File: config.mk
export PLATFORM = sky130hd
export DESIGN_NAME = hpc_host_port
export DESIGN_NICKNAME = d
export VERILOG_FILES = /design/src/hpc_pkg.sv /design/src/hpc_host_port.sv /design/src/hpc_word_buf.sv
export SDC_FILE = /design/constraint.sdc
export NUM_CORES = 1
export LEC_CHECK = 0
export ABC_CLOCK_PERIOD_IN_PS = 2400
export BUFFER_PORTS_ARGS = -buffer_cell sky130_fd_sc_hd__buf_2
export CAP_MARGIN = 30
export CORE_ASPECT_RATIO = 1.1
export CORE_MARGIN = 10
export CORE_UTILIZATION = 35
export DETAILED_ROUTE_END_ITERATION = 10
export GPL_TIMING_DRIVEN = 0
export PLACE_DENSITY_LB_ADDON = 0.25
export SLEW_MARGIN = 0
export SYNTH_ARGS = -nofsm -noshare
export SYNTH_HDL_FRONTEND = slang
export SYNTH_SLANG_ARGS = --single-unit
File: constraint.sdc
create_clock -name clk_sys -period 2.4 [get_ports clk_sys]
set_input_delay 0.48 -clock clk_sys [delete_from_list [all_inputs] [get_ports clk_sys]]
set_output_delay 0.48 -clock clk_sys [all_outputs]
set_load 0.1 [all_outputs]
File: src/hpc_pkg.sv
// constants for the host port pin controller
package hpc_pkg;
   localparam int unsigned DATA_W     = 8;
   localparam int unsigned SEL_W      = 3;
   localparam int unsigned PIN_W      = 15;
   localparam int unsigned WORD_W     = DATA_W + SEL_W;
   localparam int unsigned BUF_DEPTH  = 2;
   // pin positions on the shared port
   localparam int unsigned PIN_DATA_LO = 0;
   localparam int unsigned PIN_SEL_LO  = 8;
   localparam int unsigned PIN_RW      = 11;
   localparam int unsigned PIN_EN      = 12;
   localparam int unsigned PIN_REQ     = 13;
   localparam int unsigned PIN_ACK     = 14;
   // reset values
   localparam logic             MODE_RST = 1'b0;
   localparam logic [PIN_W-1:0] DIR_RST  = 15'h0000;
   localparam logic [PIN_W-1:0] OUT_RST  = 15'h0000;
   localparam logic [PIN_W-1:0] OEN_RST  = 15'h7FFF;
   // access state, gray coded along idle, read, write
   typedef enum logic [1:0] {
      HPC_IDLE = 2'b00,
      HPC_READ = 2'b01,
      HPC_WRITE = 2'b11
   } hpc_state_t;
endpackage : hpc_pkg

File: src/hpc_host_port.sv
// host port pin control with general purpose fallback
`timescale 1ns/100ps
`default_nettype none
module hpc_host_port (
   input  wire logic                       clk_sys,
   input  wire logic                       srst,
   input  wire logic [hpc_pkg::PIN_W-1:0]  pinIn,
   output logic      [hpc_pkg::PIN_W-1:0]  pinOut,
   output logic      [hpc_pkg::PIN_W-1:0]  pinOeN,
   input  wire logic                       cfgWe,
   input  wire logic                       cfgHostMode,
   input  wire logic [hpc_pkg::PIN_W-1:0]  cfgGpioDir,
   input  wire logic [hpc_pkg::PIN_W-1:0]  cfgGpioOut,
   output logic      [hpc_pkg::PIN_W-1:0]  gpioIn,
   output logic                            hostMode,
   input  wire logic                       svcRequest,
   output logic      [hpc_pkg::SEL_W-1:0]  rdSel,
   input  wire logic [hpc_pkg::DATA_W-1:0] rdData,
   output logic                            wrValid,
   input  wire logic                       wrReady,
   output logic      [hpc_pkg::SEL_W-1:0]  wrSel,
   output logic      [hpc_pkg::DATA_W-1:0] wrData
);
   localparam int unsigned DW = hpc_pkg::DATA_W;
   localparam int unsigned SW = hpc_pkg::SEL_W;
   localparam int unsigned D0 = hpc_pkg::PIN_DATA_LO;
   localparam int unsigned S0 = hpc_pkg::PIN_SEL_LO;

   hpc_pkg::hpc_state_t           state_r, state_nxt;
   logic                          mode_r, mode_nxt;
   logic [hpc_pkg::PIN_W-1:0]     dir_r, dir_nxt, gout_r, gout_nxt;
   logic [hpc_pkg::PIN_W-1:0]     gin_r, gin_nxt;
   logic [hpc_pkg::PIN_W-1:0]     out_r, out_nxt, oeN_r, oeN_nxt;
   logic [DW-1:0]                 hold_r, hold_nxt;
   logic [SW-1:0]                 selHold_r, selHold_nxt, rdSel_r, rdSel_nxt;
   logic                          enN, rw, ackN, reqOn, driveData, push, bufReady;
   logic [hpc_pkg::WORD_W-1:0]    bufOut;

   // host pin views
   assign enN  = pinIn[hpc_pkg::PIN_EN];
   assign rw   = pinIn[hpc_pkg::PIN_RW];
   assign ackN = pinIn[hpc_pkg::PIN_ACK];
   // request withheld while the buffer is full; a host write arriving then is not stored
   assign reqOn     = mode_r & svcRequest & bufReady;
   assign driveData = mode_r & ((!enN & rw) | (!ackN & reqOn));
   // write completes when enable rises after a write access
   assign push = (state_r == hpc_pkg::HPC_WRITE) & enN;

   // outputs
   assign pinOut   = out_r;
   assign pinOeN   = oeN_r;
   assign gpioIn   = gin_r;
   assign hostMode = mode_r;
   assign rdSel    = rdSel_r;
   assign wrSel    = bufOut[hpc_pkg::WORD_W-1:DW];
   assign wrData   = bufOut[DW-1:0];

   // configuration, access tracking and pin drive
   always_comb begin
      mode_nxt    = mode_r;
      dir_nxt     = dir_r;
      gout_nxt    = gout_r;
      gin_nxt     = pinIn;
      state_nxt   = state_r;
      hold_nxt    = hold_r;
      selHold_nxt = selHold_r;
      rdSel_nxt   = rdSel_r;
      if (cfgWe) begin
         mode_nxt = cfgHostMode;
         dir_nxt  = cfgGpioDir;
         gout_nxt = cfgGpioOut;
      end
      case (state_r)
         hpc_pkg::HPC_IDLE: begin
            if (mode_r && !enN) begin
               state_nxt = rw ? hpc_pkg::HPC_READ : hpc_pkg::HPC_WRITE;
            end
         end
         hpc_pkg::HPC_READ: begin
            if (enN || !mode_r) begin
               state_nxt = hpc_pkg::HPC_IDLE;
            end
         end
         hpc_pkg::HPC_WRITE: begin
            if (enN || !mode_r) begin
               state_nxt = hpc_pkg::HPC_IDLE;
            end
         end
         default: begin
            state_nxt = hpc_pkg::HPC_IDLE;
         end
      endcase
      // sample byte and select while the write strobe is low
      if (mode_r && !enN && !rw) begin
         hold_nxt    = pinIn[D0 +: DW];
         selHold_nxt = pinIn[S0 +: SW];
      end
      if (mode_r && !enN) begin
         rdSel_nxt = pinIn[S0 +: SW];
      end
      if (mode_r) begin
         out_nxt                   = '0;
         oeN_nxt                   = hpc_pkg::OEN_RST;
         out_nxt[D0 +: DW]         = rdData;
         oeN_nxt[D0 +: DW]         = {DW{!driveData}};
         oeN_nxt[hpc_pkg::PIN_REQ] = !reqOn;
      end else begin
         out_nxt = gout_r;
         oeN_nxt = ~dir_r;
      end
   end

   // register state
   always_ff @(posedge clk_sys) begin
      if (srst) begin
         state_r   <= hpc_pkg::HPC_IDLE;
         mode_r    <= hpc_pkg::MODE_RST;
         dir_r     <= hpc_pkg::DIR_RST;
         gout_r    <= hpc_pkg::OUT_RST;
         gin_r     <= '0;
         out_r     <= hpc_pkg::OUT_RST;
         oeN_r     <= hpc_pkg::OEN_RST;
         hold_r    <= '0;
         selHold_r <= '0;
         rdSel_r   <= '0;
      end else begin
         state_r   <= state_nxt;
         mode_r    <= mode_nxt;
         dir_r     <= dir_nxt;
         gout_r    <= gout_nxt;
         gin_r     <= gin_nxt;
         out_r     <= out_nxt;
         oeN_r     <= oeN_nxt;
         hold_r    <= hold_nxt;
         selHold_r <= selHold_nxt;
         rdSel_r   <= rdSel_nxt;
      end
   end

   // written words toward the core
   hpc_word_buf #(
      .WIDTH (hpc_pkg::WORD_W),
      .DEPTH (hpc_pkg::BUF_DEPTH)
   ) u_buf (
      .clk_sys  (clk_sys),
      .srst     (srst),
      .inValid  (push),
      .inReady  (bufReady),
      .inData   ({selHold_r, hold_r}),
      .outValid (wrValid),
      .outReady (wrReady),
      .outData  (bufOut)
   );

   // checks
   property p_idleFloat;
      @(posedge clk_sys) disable iff (srst)
      (mode_r && enN && !(!ackN && reqOn)) |=> (pinOeN[D0 +: DW] == 8'hFF);
   endproperty
   a_idleFloat: assert property (p_idleFloat) else $error("data driven while enable idle");

   property p_readDrive;
      @(posedge clk_sys) disable iff (srst)
      (mode_r && !enN && rw) |=> (pinOeN[D0 +: DW] == 8'h00 && pinOut[D0 +: DW] == $past(rdData));
   endproperty
   a_readDrive: assert property (p_readDrive) else $error("read not driven");

   property p_ackDrive;
      @(posedge clk_sys) disable iff (srst)
      (!ackN && reqOn) |=> (pinOeN[D0 +: DW] == 8'h00);
   endproperty
   a_ackDrive: assert property (p_ackDrive) else $error("acknowledge did not drive data");

   property p_writeInput;
      @(posedge clk_sys) disable iff (srst)
      (mode_r && !enN && !rw && ackN) |=> (pinOeN[D0 +: DW] == 8'hFF);
   endproperty
   a_writeInput: assert property (p_writeInput) else $error("data driven during write");

   property p_writeCapture;
      @(posedge clk_sys) disable iff (srst)
      (mode_r && !enN && !rw) ##1 (state_r == hpc_pkg::HPC_WRITE && enN)
         |-> (push && {selHold_r, hold_r} == {$past(pinIn[S0 +: SW]), $past(pinIn[D0 +: DW])});
   endproperty
   a_writeCapture: assert property (p_writeCapture) else $error("write byte not captured at rising enable");

   property p_selTrack;
      @(posedge clk_sys) disable iff (srst)
      (mode_r && !enN) |=> (rdSel == $past(pinIn[S0 +: SW]));
   endproperty
   a_selTrack: assert property (p_selTrack) else $error("register select not taken");

   property p_gpioPass;
      @(posedge clk_sys) disable iff (srst)
      !mode_r |=> (pinOeN == ~$past(dir_r) && pinOut == $past(gout_r));
   endproperty
   a_gpioPass: assert property (p_gpioPass) else $error("gpio pins not independent");

   property p_resetInput;
      @(posedge clk_sys) $past(srst) |-> (pinOeN == 15'h7FFF && !hostMode);
   endproperty
   a_resetInput: assert property (p_resetInput) else $error("pins not inputs after reset");

   property p_reqOpenDrain;
      @(posedge clk_sys) disable iff (srst)
      mode_r |=> (pinOut[hpc_pkg::PIN_REQ] == 1'b0 && pinOeN[hpc_pkg::PIN_REQ] == !$past(reqOn));
   endproperty
   a_reqOpenDrain: assert property (p_reqOpenDrain) else $error("request not open drain");

   property p_modeSet;
      @(posedge clk_sys) disable iff (srst)
      cfgWe |=> (hostMode == $past(cfgHostMode));
   endproperty
   a_modeSet: assert property (p_modeSet) else $error("mode setting not applied");
endmodule : hpc_host_port
`default_nettype wire

File: src/hpc_word_buf.sv
// two-entry buffer with valid and ready on both sides
`timescale 1ns/100ps
`default_nettype none
module hpc_word_buf #(
   parameter int unsigned WIDTH = 11,
   parameter int unsigned DEPTH = 2
) (
   input  wire logic             clk_sys,
   input  wire logic             srst,
   input  wire logic             inValid,
   output logic                  inReady,
   input  wire logic [WIDTH-1:0] inData,
   output logic                  outValid,
   input  wire logic             outReady,
   output logic      [WIDTH-1:0] outData
);
   localparam int unsigned PW = $clog2(DEPTH);
   logic [WIDTH-1:0] mem_r [DEPTH];
   logic [WIDTH-1:0] mem_nxt [DEPTH];
   logic [PW-1:0]    wp_r, wp_nxt, rp_r, rp_nxt;
   logic [PW:0]      cnt_r, cnt_nxt;
   logic             push, pop;

   // handshake terms
   // count is one bit wider than the pointers so the full value fits
   assign inReady  = (cnt_r != (PW + 1)'(DEPTH));
   assign outValid = (cnt_r != '0);
   assign outData  = mem_r[rp_r];
   assign push     = inValid & inReady;
   assign pop      = outValid & outReady;

   // next pointers, count and storage
   always_comb begin
      for (int i = 0; i < DEPTH; i++) begin
         mem_nxt[i] = mem_r[i];
      end
      wp_nxt  = wp_r;
      rp_nxt  = rp_r;
      cnt_nxt = cnt_r;
      if (push) begin
         mem_nxt[wp_r] = inData;
         wp_nxt        = (wp_r == PW'(DEPTH - 1)) ? '0 : wp_r + 1'b1;
      end
      if (pop) begin
         rp_nxt = (rp_r == PW'(DEPTH - 1)) ? '0 : rp_r + 1'b1;
      end
      if (push && !pop) begin
         cnt_nxt = cnt_r + 1'b1;
      end else if (pop && !push) begin
         cnt_nxt = cnt_r - 1'b1;
      end
   end

   // register state
   always_ff @(posedge clk_sys) begin
      mem_r <= mem_nxt;
      if (srst) begin
         wp_r  <= '0;
         rp_r  <= '0;
         cnt_r <= '0;
      end else begin
         wp_r  <= wp_nxt;
         rp_r  <= rp_nxt;
         cnt_r <= cnt_nxt;
      end
   end
endmodule : hpc_word_buf
`default_nettype wire

== After elaboration in Yosys (flattened, before gate mapping) ==
Cells that the tools add are included.
W data, S select, Z words.

* Eq/ne operators: 5
* Multiplexer cells: 16
* Add/subtract/negate cells: 4
* Bitwise logic cells: 12
* $lt $le $gt $ge: 3
* Reduce and logical (&&, ||, !) cells: 20

{| class="wikitable"
|+ Operators by type and width
! operator !! count
|-
| $mux W11 || 4
|-
| $bwmux W22 || 1
|-
| $not A15 Y15 || 1
|-
| $mux W14 || 1
|-
| $demux W11 S1 || 1
|-
| $mux W2 || 5
|-
| $and A1 B1 Y1 || 8
|-
| $logic_not A1 Y1 || 8
|-
| $mux W8 || 1
|-
| $logic_and A1 B1 Y1 || 5
|-
| $ge A2 B2 Y1 const B || 2
|-
| $ne A2 B2 Y1 const B || 2
|-
| $not A1 Y2 || 2
|-
| $pmux W2 S2 || 1
|-
| $reduce_bool A2 Y1 || 2
|-
| $reduce_or A2 Y1 || 2
|-
| $add A1 B1 Y1 const B || 2
|-
| $add A2 B1 Y2 const B || 1
|-
| $eq A2 B1 Y1 const B || 1
|-
| $eq A2 B2 Y1 const B || 1
|-
| $logic_not A2 Y1 || 1
|-
| $lt A2 B1 Y1 const B || 1
|-
| $mux W1 || 2
|-
| $ne A2 B1 Y1 const B || 1
|-
| 4 further kinds || 4
|}

* Output and inout port bits: 61
* Flip-flop bits (word level): 118
* Logic and storage cells: 77
* Input bits: 59

== Depth between registers and ports, before layout ==
Gate-level depths: netlist of run 1.

* Depth in word-level cells: 7
* Gate-level depth with buffers: 6
* Depth with buffers taken out: 6

== Hierarchy ==
Synthesis of run 1 repeated with hierarchy kept, for this count alone.

* Cell total of the unflattened synthesis: 337
* Area, all modules: 3982.6 um2

{| class="wikitable"
|+ By module, submodules not included
! module !! cells an instance !! sequential area each (um2) !! instances !! area an instance (um2)
|-
| hpc_host_port || 281 || 1841.8 || 1 || 2986.6
|-
| hpc_word_buf || 56 || 740.7 || 1 || 996.0
|}

== Worst setup path before layout of run 1 ==
No wires, ideal clock.

* Path kind: flip-flop to flip-flop
* Start: reg mode_r (netlist: hostMode)
* End: reg hold_r[2]
* Stages on the path, launching flop included: 5
* Data required time: 2.268 ns
* Setup time: 0.132 ns
* Path buffers: 1
* Data arrival time: 1.661 ns
* Slack: 0.607 ns
* Clock period less this slack: 1.793 ns
* Path through: dfxtp_1 nand2b_1 buf_4 o21ai_0 a21oi_1

* Word-level cells in the longest chain between the ends: 2

{| class="wikitable"
|+ Ends and longest elaborated chain
! item !! line !! text
|-
| start, declared || hpc_host_port.sv:30 || <nowiki>logic mode_r, mode_nxt;</nowiki>
|-
| start signal, assigned || hpc_host_port.sv:117 || <nowiki>mode_r <= hpc_pkg::MODE_RST;</nowiki>
|-
| start signal, assigned || hpc_host_port.sv:128 || <nowiki>mode_r <= mode_nxt;</nowiki>
|-
| $logic_and A1 B1 Y1 (2 in series) || hpc_host_port.sv:94 || <nowiki>if (mode_r && !enN && !rw) begin</nowiki>
|-
| end signal, assigned || hpc_host_port.sv:134 || <nowiki>hold_r <= hold_nxt;</nowiki>
|-
| end, declared || hpc_host_port.sv:34 || <nowiki>logic [DW-1:0] hold_r, hold_nxt;</nowiki>
|}

No other way between the ends.
A chain may end at the register's enable or synchronous reset.

== Final worst setup path of run 1 ==
* Start: reg u_buf.rp_r
* End: out wrSel[0] (netlist name)

* Word-level cells in the longest chain between the ends: 4

{| class="wikitable"
|+ Ends and longest elaborated chain
! item !! line !! text
|-
| start, declared || hpc_word_buf.sv:20 || <nowiki>logic [PW-1:0] wp_r, wp_nxt, rp_r, rp_nxt;</nowiki>
|-
| start signal, assigned || hpc_word_buf.sv:63 || <nowiki>rp_r <= rp_nxt;</nowiki>
|-
| $not A1 Y2 (implied by the code) || hpc_word_buf.sv:28 || <nowiki>assign outData = mem_r[rp_r];</nowiki>
|-
| $mux W11 (implied by the code) (3 in series) || hpc_word_buf.sv:28 ||
|-
| end, declared || hpc_host_port.sv:21 || <nowiki>output logic [hpc_pkg::SEL_W-1:0] wrSel,</nowiki>
|}

No other way between the ends. The select of a mux whose other input is x is not followed.

==> impl_metrics.yaml, run 1 <==
placement:
  pre_cts_ws_ns: 0.5159
  io_buffers: 118
  gp_congestion: 0.7422
  dp_hpwl_um: 7234
clock_tree:
  cts_setup_buffers: 0
  ctsHoldBuffers: 0
  cts_buffer_depth: 2
  cts_max_level: 4
  clock_latency_ns: 0.39
  cts_buffers: 17
  clk_pin_slew_ns: 0.05
  root_buffer: "clkbuf_16"
  post_cts_resized: 0
  tritoncts: "done"
  clock-sinks: 118
timing:
  relSlewSlack: 0.3739
  slew_violations: 0
  rsz0062_at_grt: "false"
  clock-skew-final_ns: 0.007795
  hold_ws_ns: 0.2930
  setup_violations: 0
  layout_setup_ws_ns: 0.1845
  tightest_slew_ns: 0.9341
  max_freq_mhz: 451.4
  finalCriticalPeriod_ns: 2.216
  fin_crit_sh: 0.9231
  finalHoldViolations: 0
power:
  p_leak_nw: 2.340
  irDropWorstVdd_mv: 0.5785
  p_sw_frac: 0.2722
  seqPwrFrac: 0.412
  intPower_mw: 3.746
  p_switching_mw: 1.401
  p_clk_frac: 0.461
  power.density_nw_per_um2: 959.6
  power_frac_comb: 0.127
global_route:
  grt_pass1_vias: 2990
  use_met3: 0.06812
  grt_overflow: 0
  busiest_layer: "met2"
  grt_max_degree: 17
  use_met1: 0.1363
  grt_antenna_before_repair: 1
  grt_usage: 0.1240
  grtUsageMet2: 0.1957
  grt_first_pass_wirelength_um: 15590
cells_and_area:
  final_nets: 548
  final_cell_mix: "buf_2 (128), dfxtp_1 (96), nor2_1 (63), mux2i_1 (42), nand2_1 (25)"
  syn_to_final_growth_pct: 33.68
  drive_gt1_frac: 0.3493
  final_common_cell: "buf_2"
floorplanning:
  die_h_um: 132.3
  dieWidth_um: 122.1
  start_util: 0.3628
  num_io_pins: 120
  rows: 40
  die_area_um2: 16150
  core_um2: 11060
detailed_routing:
  drt_wl_total_um: 9860
  drcViolationCount: 0
  avgViaCountPerCell: 4.379
  dr.pass1.iters: 4
  ant_nets: 0
  wl_per_cell_um: 15.19
  drt-initial-drc-count: 77
  via_count: 2842
setup_path:
  cp_max_fo: 10
  worstRegToRegCells: 2
  worst_ep_required_time_ns: 1.92
  startpoint_type: "register"
  r2r_start: "u_buf.cnt_r[0]$_SDFFE_PP0P_"
  endpoint_kind: "output pin"
  worstSetupPathType: "reg -> out"
  arrival_ns: 1.74
  reg2reg_to: "u_buf.mem_r[15]$_DFFE_PP_"
  ff2ff_setup_slack_ns: 0.72
synthesis:
  ys_seq_area_frac: 0.6436
  synth_nets: 411
  syn_inst: 351
  synth_cell_types: 27
  synthFlopType: "dfxtp_1"
  synth-edff-count: 22
  netlist_area_um2: 4013
  syn_area_per_cell_um2: 11.43
  yosysWarnings: 0
  synth_seq_cells: 118
  async_reset_ff_frac: 0
run:
  maxCapViolCount: 0
run_status:
  status: "completed"
hold_path:
  holdPathStages: 2
  hold_start: "pinIn[13]"
  hold-path-endpoint: "gpioIn[13]$_SDFF_PP0_"
  min_path_type: "in -> reg"
registers in the layout, indices dropped and copies added (netlist names), 3 cells and up:
name and cells:
pinOeN 15, rdSel 3, u_buf.mem_r 22, gpioIn 15, selHold_r 3, pinOut 15
gout_r 15, hold_r 8, dir_r 15
power by group through the flow:
| stage | logic [mW] | registers, mW | clock network [mW] |
|---|---|---|---|
| after floorplan | 0.211 | 2.46 | 0 |
| after global placement | 0.654 | 2.16 | 0 |
| after detailed placement | 0.660 | 2.16 | 0 |
| after CTS | 0.661 | 2.12 | 2.42 |
| after global routing | 0.693 | 2.13 | 2.53 |
| final | 0.653 | 2.12 | 2.37 |
synth_stat cells (all sizes together), types with 3 or more instances:
cell | number | area [µm²]
nor3 | 4 | 20.02
clkbuf | 6 | 22.52
nor2b | 18 | 120.1
edfxtp | 22 | 660.6
buf | 14 | 68.82
o21ai | 13 | 65.06
nand2 | 25 | 93.84
nand2b | 3 | 18.77
mux2i | 42 | 420.4
nor2 | 63 | 236.5
dfxtp | 96 | 1922
xor2 | 3 | 26.28
and2 | 8 | 50.05
mux2 | 12 | 135.1
a21oi | 13 | 65.06
cells by family after synthesis:
family | count (synthesis) | synth area share
AO/OA/AOI/OAI | 28 | 0.04085
XOR/XNOR | 3 | 0.006549
adder cells (fa/ha/maj) | 1 | 0.003118
buffers and inverters | 21 | 0.02370
flip-flops | 118 | 0.6436
multiplexers | 54 | 0.1384
AND/OR/NAND/NOR | 126 | 0.1437
per-layer routing:
layer | vias to the layer above | routed length (µm)
met1 | 1312 | 4154
met5 | - | 0
met2 | 82 | 4752
li1 | 1444 | -
met4 | 0 | 54
met3 | 4 | 898
worst max-delay path: stages, from the launching register on:
cell,delay [ns]
dfxtp_1,0.37
buf_2,0.30
mux2_2,0.38
buf_2,0.29
cell type report:
class | count | area [µm²]
Inverter | 1 | 3.754
Sequential cell | 118 | 2582
Clock inverter | 11 | 97.59
Antenna cell | 1 | 2.502
Multi-Input combinational cell | 212 | 1340
Timing Repair Buffer | 118 | 590.6
Buffer | 20 | 91.34
Clock buffer | 21 | 471.7
Fill cell | 1023 | 5697
Tap cell | 147 | 183.9
through the flow:
step	cell area [µm²]	total power [mW]	cells	util	TNS [ns]
after floorplan	4013	2.668	351	-	0
after global placement	4787	2.813	616	0.4328	-0.1598
after detailed placement	4792	2.822	616	0.4333	0
after CTS	5361	5.198	648	0.4847	0
after global routing	5361	5.351	648	0.4847	0
final	5364	5.147	649	0.4850	0
worst max-delay path by stage:
| stage | start | to | slack, ns | cells after the start |
|---|---|---|---|---|
| 4_1_cts | u_buf.rp_r$_SDFFE_PP0P_ | wrSel[0] | 0.14 | 3 |
| 6_report | u_buf.rp_r$_SDFFE_PP0P_ | wrSel[0] | 0.18 | 3 |
| 2_1_floorplan | hostMode$_SDFFE_PP0P_ | hold_r[2]$_SDFFE_PP0P_ | 0.61 | 4 |
| 3_3_place_gp | pinIn[12] | u_buf.mem_r[14]$_DFFE_PP_ | -0.02 | 3 |
| 3_5_place_dp | pinIn[12] | u_buf.mem_r[16]$_DFFE_PP_ | 0.52 | 3 |
| 5_1_grt | u_buf.rp_r$_SDFFE_PP0P_ | wrSel[0] | 0.08 | 3 |
Note: power is estimated with default switching activity, not from simulation.
==> run 2, diff against run 1 <==
--- a/config.mk
+++ b/config.mk
@@ -8,9 +8,11 @@
 export ABC_CLOCK_PERIOD_IN_PS = 2400
 export BUFFER_PORTS_ARGS = -buffer_cell sky130_fd_sc_hd__buf_2
 export CAP_MARGIN = 30
+export CELL_PAD_IN_SITES_DETAIL_PLACEMENT = 2
+export CELL_PAD_IN_SITES_GLOBAL_PLACEMENT = 2
 export CORE_ASPECT_RATIO = 1.1
 export CORE_MARGIN = 10
-export CORE_UTILIZATION = 35
+export CORE_UTILIZATION = 32
 export DETAILED_ROUTE_END_ITERATION = 10
 export GPL_TIMING_DRIVEN = 0
 export PLACE_DENSITY_LB_ADDON = 0.25
==> impl_metrics.yaml, run 2 (synthesized netlist as in run 1, its figures left out) <==
run_status:
  status: "completed"
cells_and_area:
  final_common_cell: "buf_2"
  final_cell_mix: "buf_2 (128), dfxtp_1 (96), nor2_1 (63), mux2i_1 (42), nand2_1 (25)"
  n_fill_cell: 1304
  final_nets: 549
  largest_register_ffs: 22
  top_register: "u_buf.mem_r"
  final_util: 0.4416
  syn_to_final_growth_pct: 33.58
  drive_gt1_frac: 0.3506
clock_tree:
  post_cts_resized: 0
  cts_buffers: 17
  cts_setup_buffers: 0
  tritoncts: "done"
  clk_pin_slew_ns: 0.05
  root_buffer: "clkbuf_16"
  ctsHoldBuffers: 0
  cts_max_level: 4
  cts_buffer_depth: 2
  clock-sinks: 118
  clock_latency_ns: 0.41
floorplanning:
  die_h_um: 137.4
  start_util: 0.3306
  rows: 42
  dieWidth_um: 126.8
  die_area_um2: 17420
  core_um2: 12140
  num_io_pins: 120
timing:
  rsz0062_at_grt: "false"
  tightest_slew_ns: 0.5764
  fin_tns_setup_ns: 0
  relSlewSlack: 0.6158
  hold_ws_ns: 0.3031
  layout_setup_ws_ns: 0.1031
  slew_violations: 0
  fin_crit_sh: 0.9570
  finalCriticalPeriod_ns: 2.297
  finalHoldViolations: 0
  setup_violations: 0
  max_freq_mhz: 435.4
  clock-skew-final_ns: 0.01133
setup_path:
  arrival_ns: 1.82
  worst_ep_required_time_ns: 1.92
  startpoint_type: "register"
  worstSetupPathType: "reg -> out"
  cp_max_fo: 10
  worstRegToRegCells: 5
  endpoint_kind: "output pin"
global_route:
  grt_first_pass_wirelength_um: 18930
  grt_overflow: 0
  grt_antenna_before_repair: 1
  grt_pass1_vias: 3436
  grt_max_degree: 17
  grt_usage: 0.1413
detailed_routing:
  drt_wl_total_um: 12110
  dr.pass1.iters: 4
  via_count: 2995
  ant_nets: 0
  avgViaCountPerCell: 4.552
  wl_per_cell_um: 18.40
  drcViolationCount: 0
  drt-initial-drc-count: 74
hold_path:
  holdPathStages: 2
  min_path_type: "in -> reg"
power:
  p_leak_nw: 2.330
  power_mw: 5.098
  irDropWorstVdd_mv: 0.3503
  power.density_nw_per_um2: 951.2
run:
  maxCapViolCount: 0
placement:
  pre_cts_ws_ns: 0.4464
  dp_hpwl_um: 8922
  io_buffers: 118
  gp_congestion: 0.7368
==> run 2: report_power, final <==
part / internal, mW / total (mW) / switching (mW)
clock: 1.41 / 2.31 / 0.899
combinational: 0.147 / 0.663 / 0.516
sequential: 2.09 / 2.12 / 0.0341
total: 3.65 / 5.10 / 1.45
==> run 2: critical path, stage by stage (launching register included) <==
cell,delay (ns)
dfxtp_1,0.38
buf_2,0.32
mux2_2,0.40
buf_2,0.30
==> run 2: final timing paths <==
check	start	end	slack [ns]
hold reg to reg	dir_r[10]$_SDFFE_PP0P_	pinOeN[10]$_SDFF_PP1_	0.38
hold / removal	pinIn[6]	gpioIn[6]$_SDFF_PP0_	0.30
setup / recovery	u_buf.rp_r$_SDFFE_PP0P_	wrSel[0]	0.10
setup reg to reg	u_buf.cnt_r[0]$_SDFFE_PP0P_	u_buf.cnt_r[1]$_SDFFE_PP0P_	0.68
==> run 2: stage by stage <==
step | instance area, µm² | std cells
5_1_grt | 5355 | 656
2_1_floorplan | 4013 | 351
3_3_place_gp | 4796 | 623
4_1_cts | 5355 | 656
3_5_place_dp | 4812 | 624
6_report | 5360 | 658
==> run 2: metal layers <==
layer | up-vias | wire length [µm] | track usage
met5 | - | 0 | 0
met4 | 0 | 130 | 0.04747
met3 | 9 | 925 | 0.06920
met2 | 85 | 6450 | 0.2557
met1 | 1452 | 4599 | 0.1379
li1 | 1449 | - | -
==> run 2: cell type report <==
| cell class | count | area, µm² | area share |
|---|---|---|---|
| Sequential cell | 118 | 2582 | 0.4818 |
| Inverter | 1 | 3.754 | 0.0007003 |
| Multi-Input combinational cell | 212 | 1340 | 0.2500 |
| Clock buffer | 19 | 432.9 | 0.08077 |
| Timing Repair Buffer | 119 | 601.8 | 0.1123 |
| Tap cell | 154 | 192.7 | 0.03595 |
| Buffer | 20 | 91.34 | 0.01704 |
| Clock inverter | 13 | 110.1 | 0.02054 |
| Antenna cell | 2 | 5.005 | 0.0009337 |
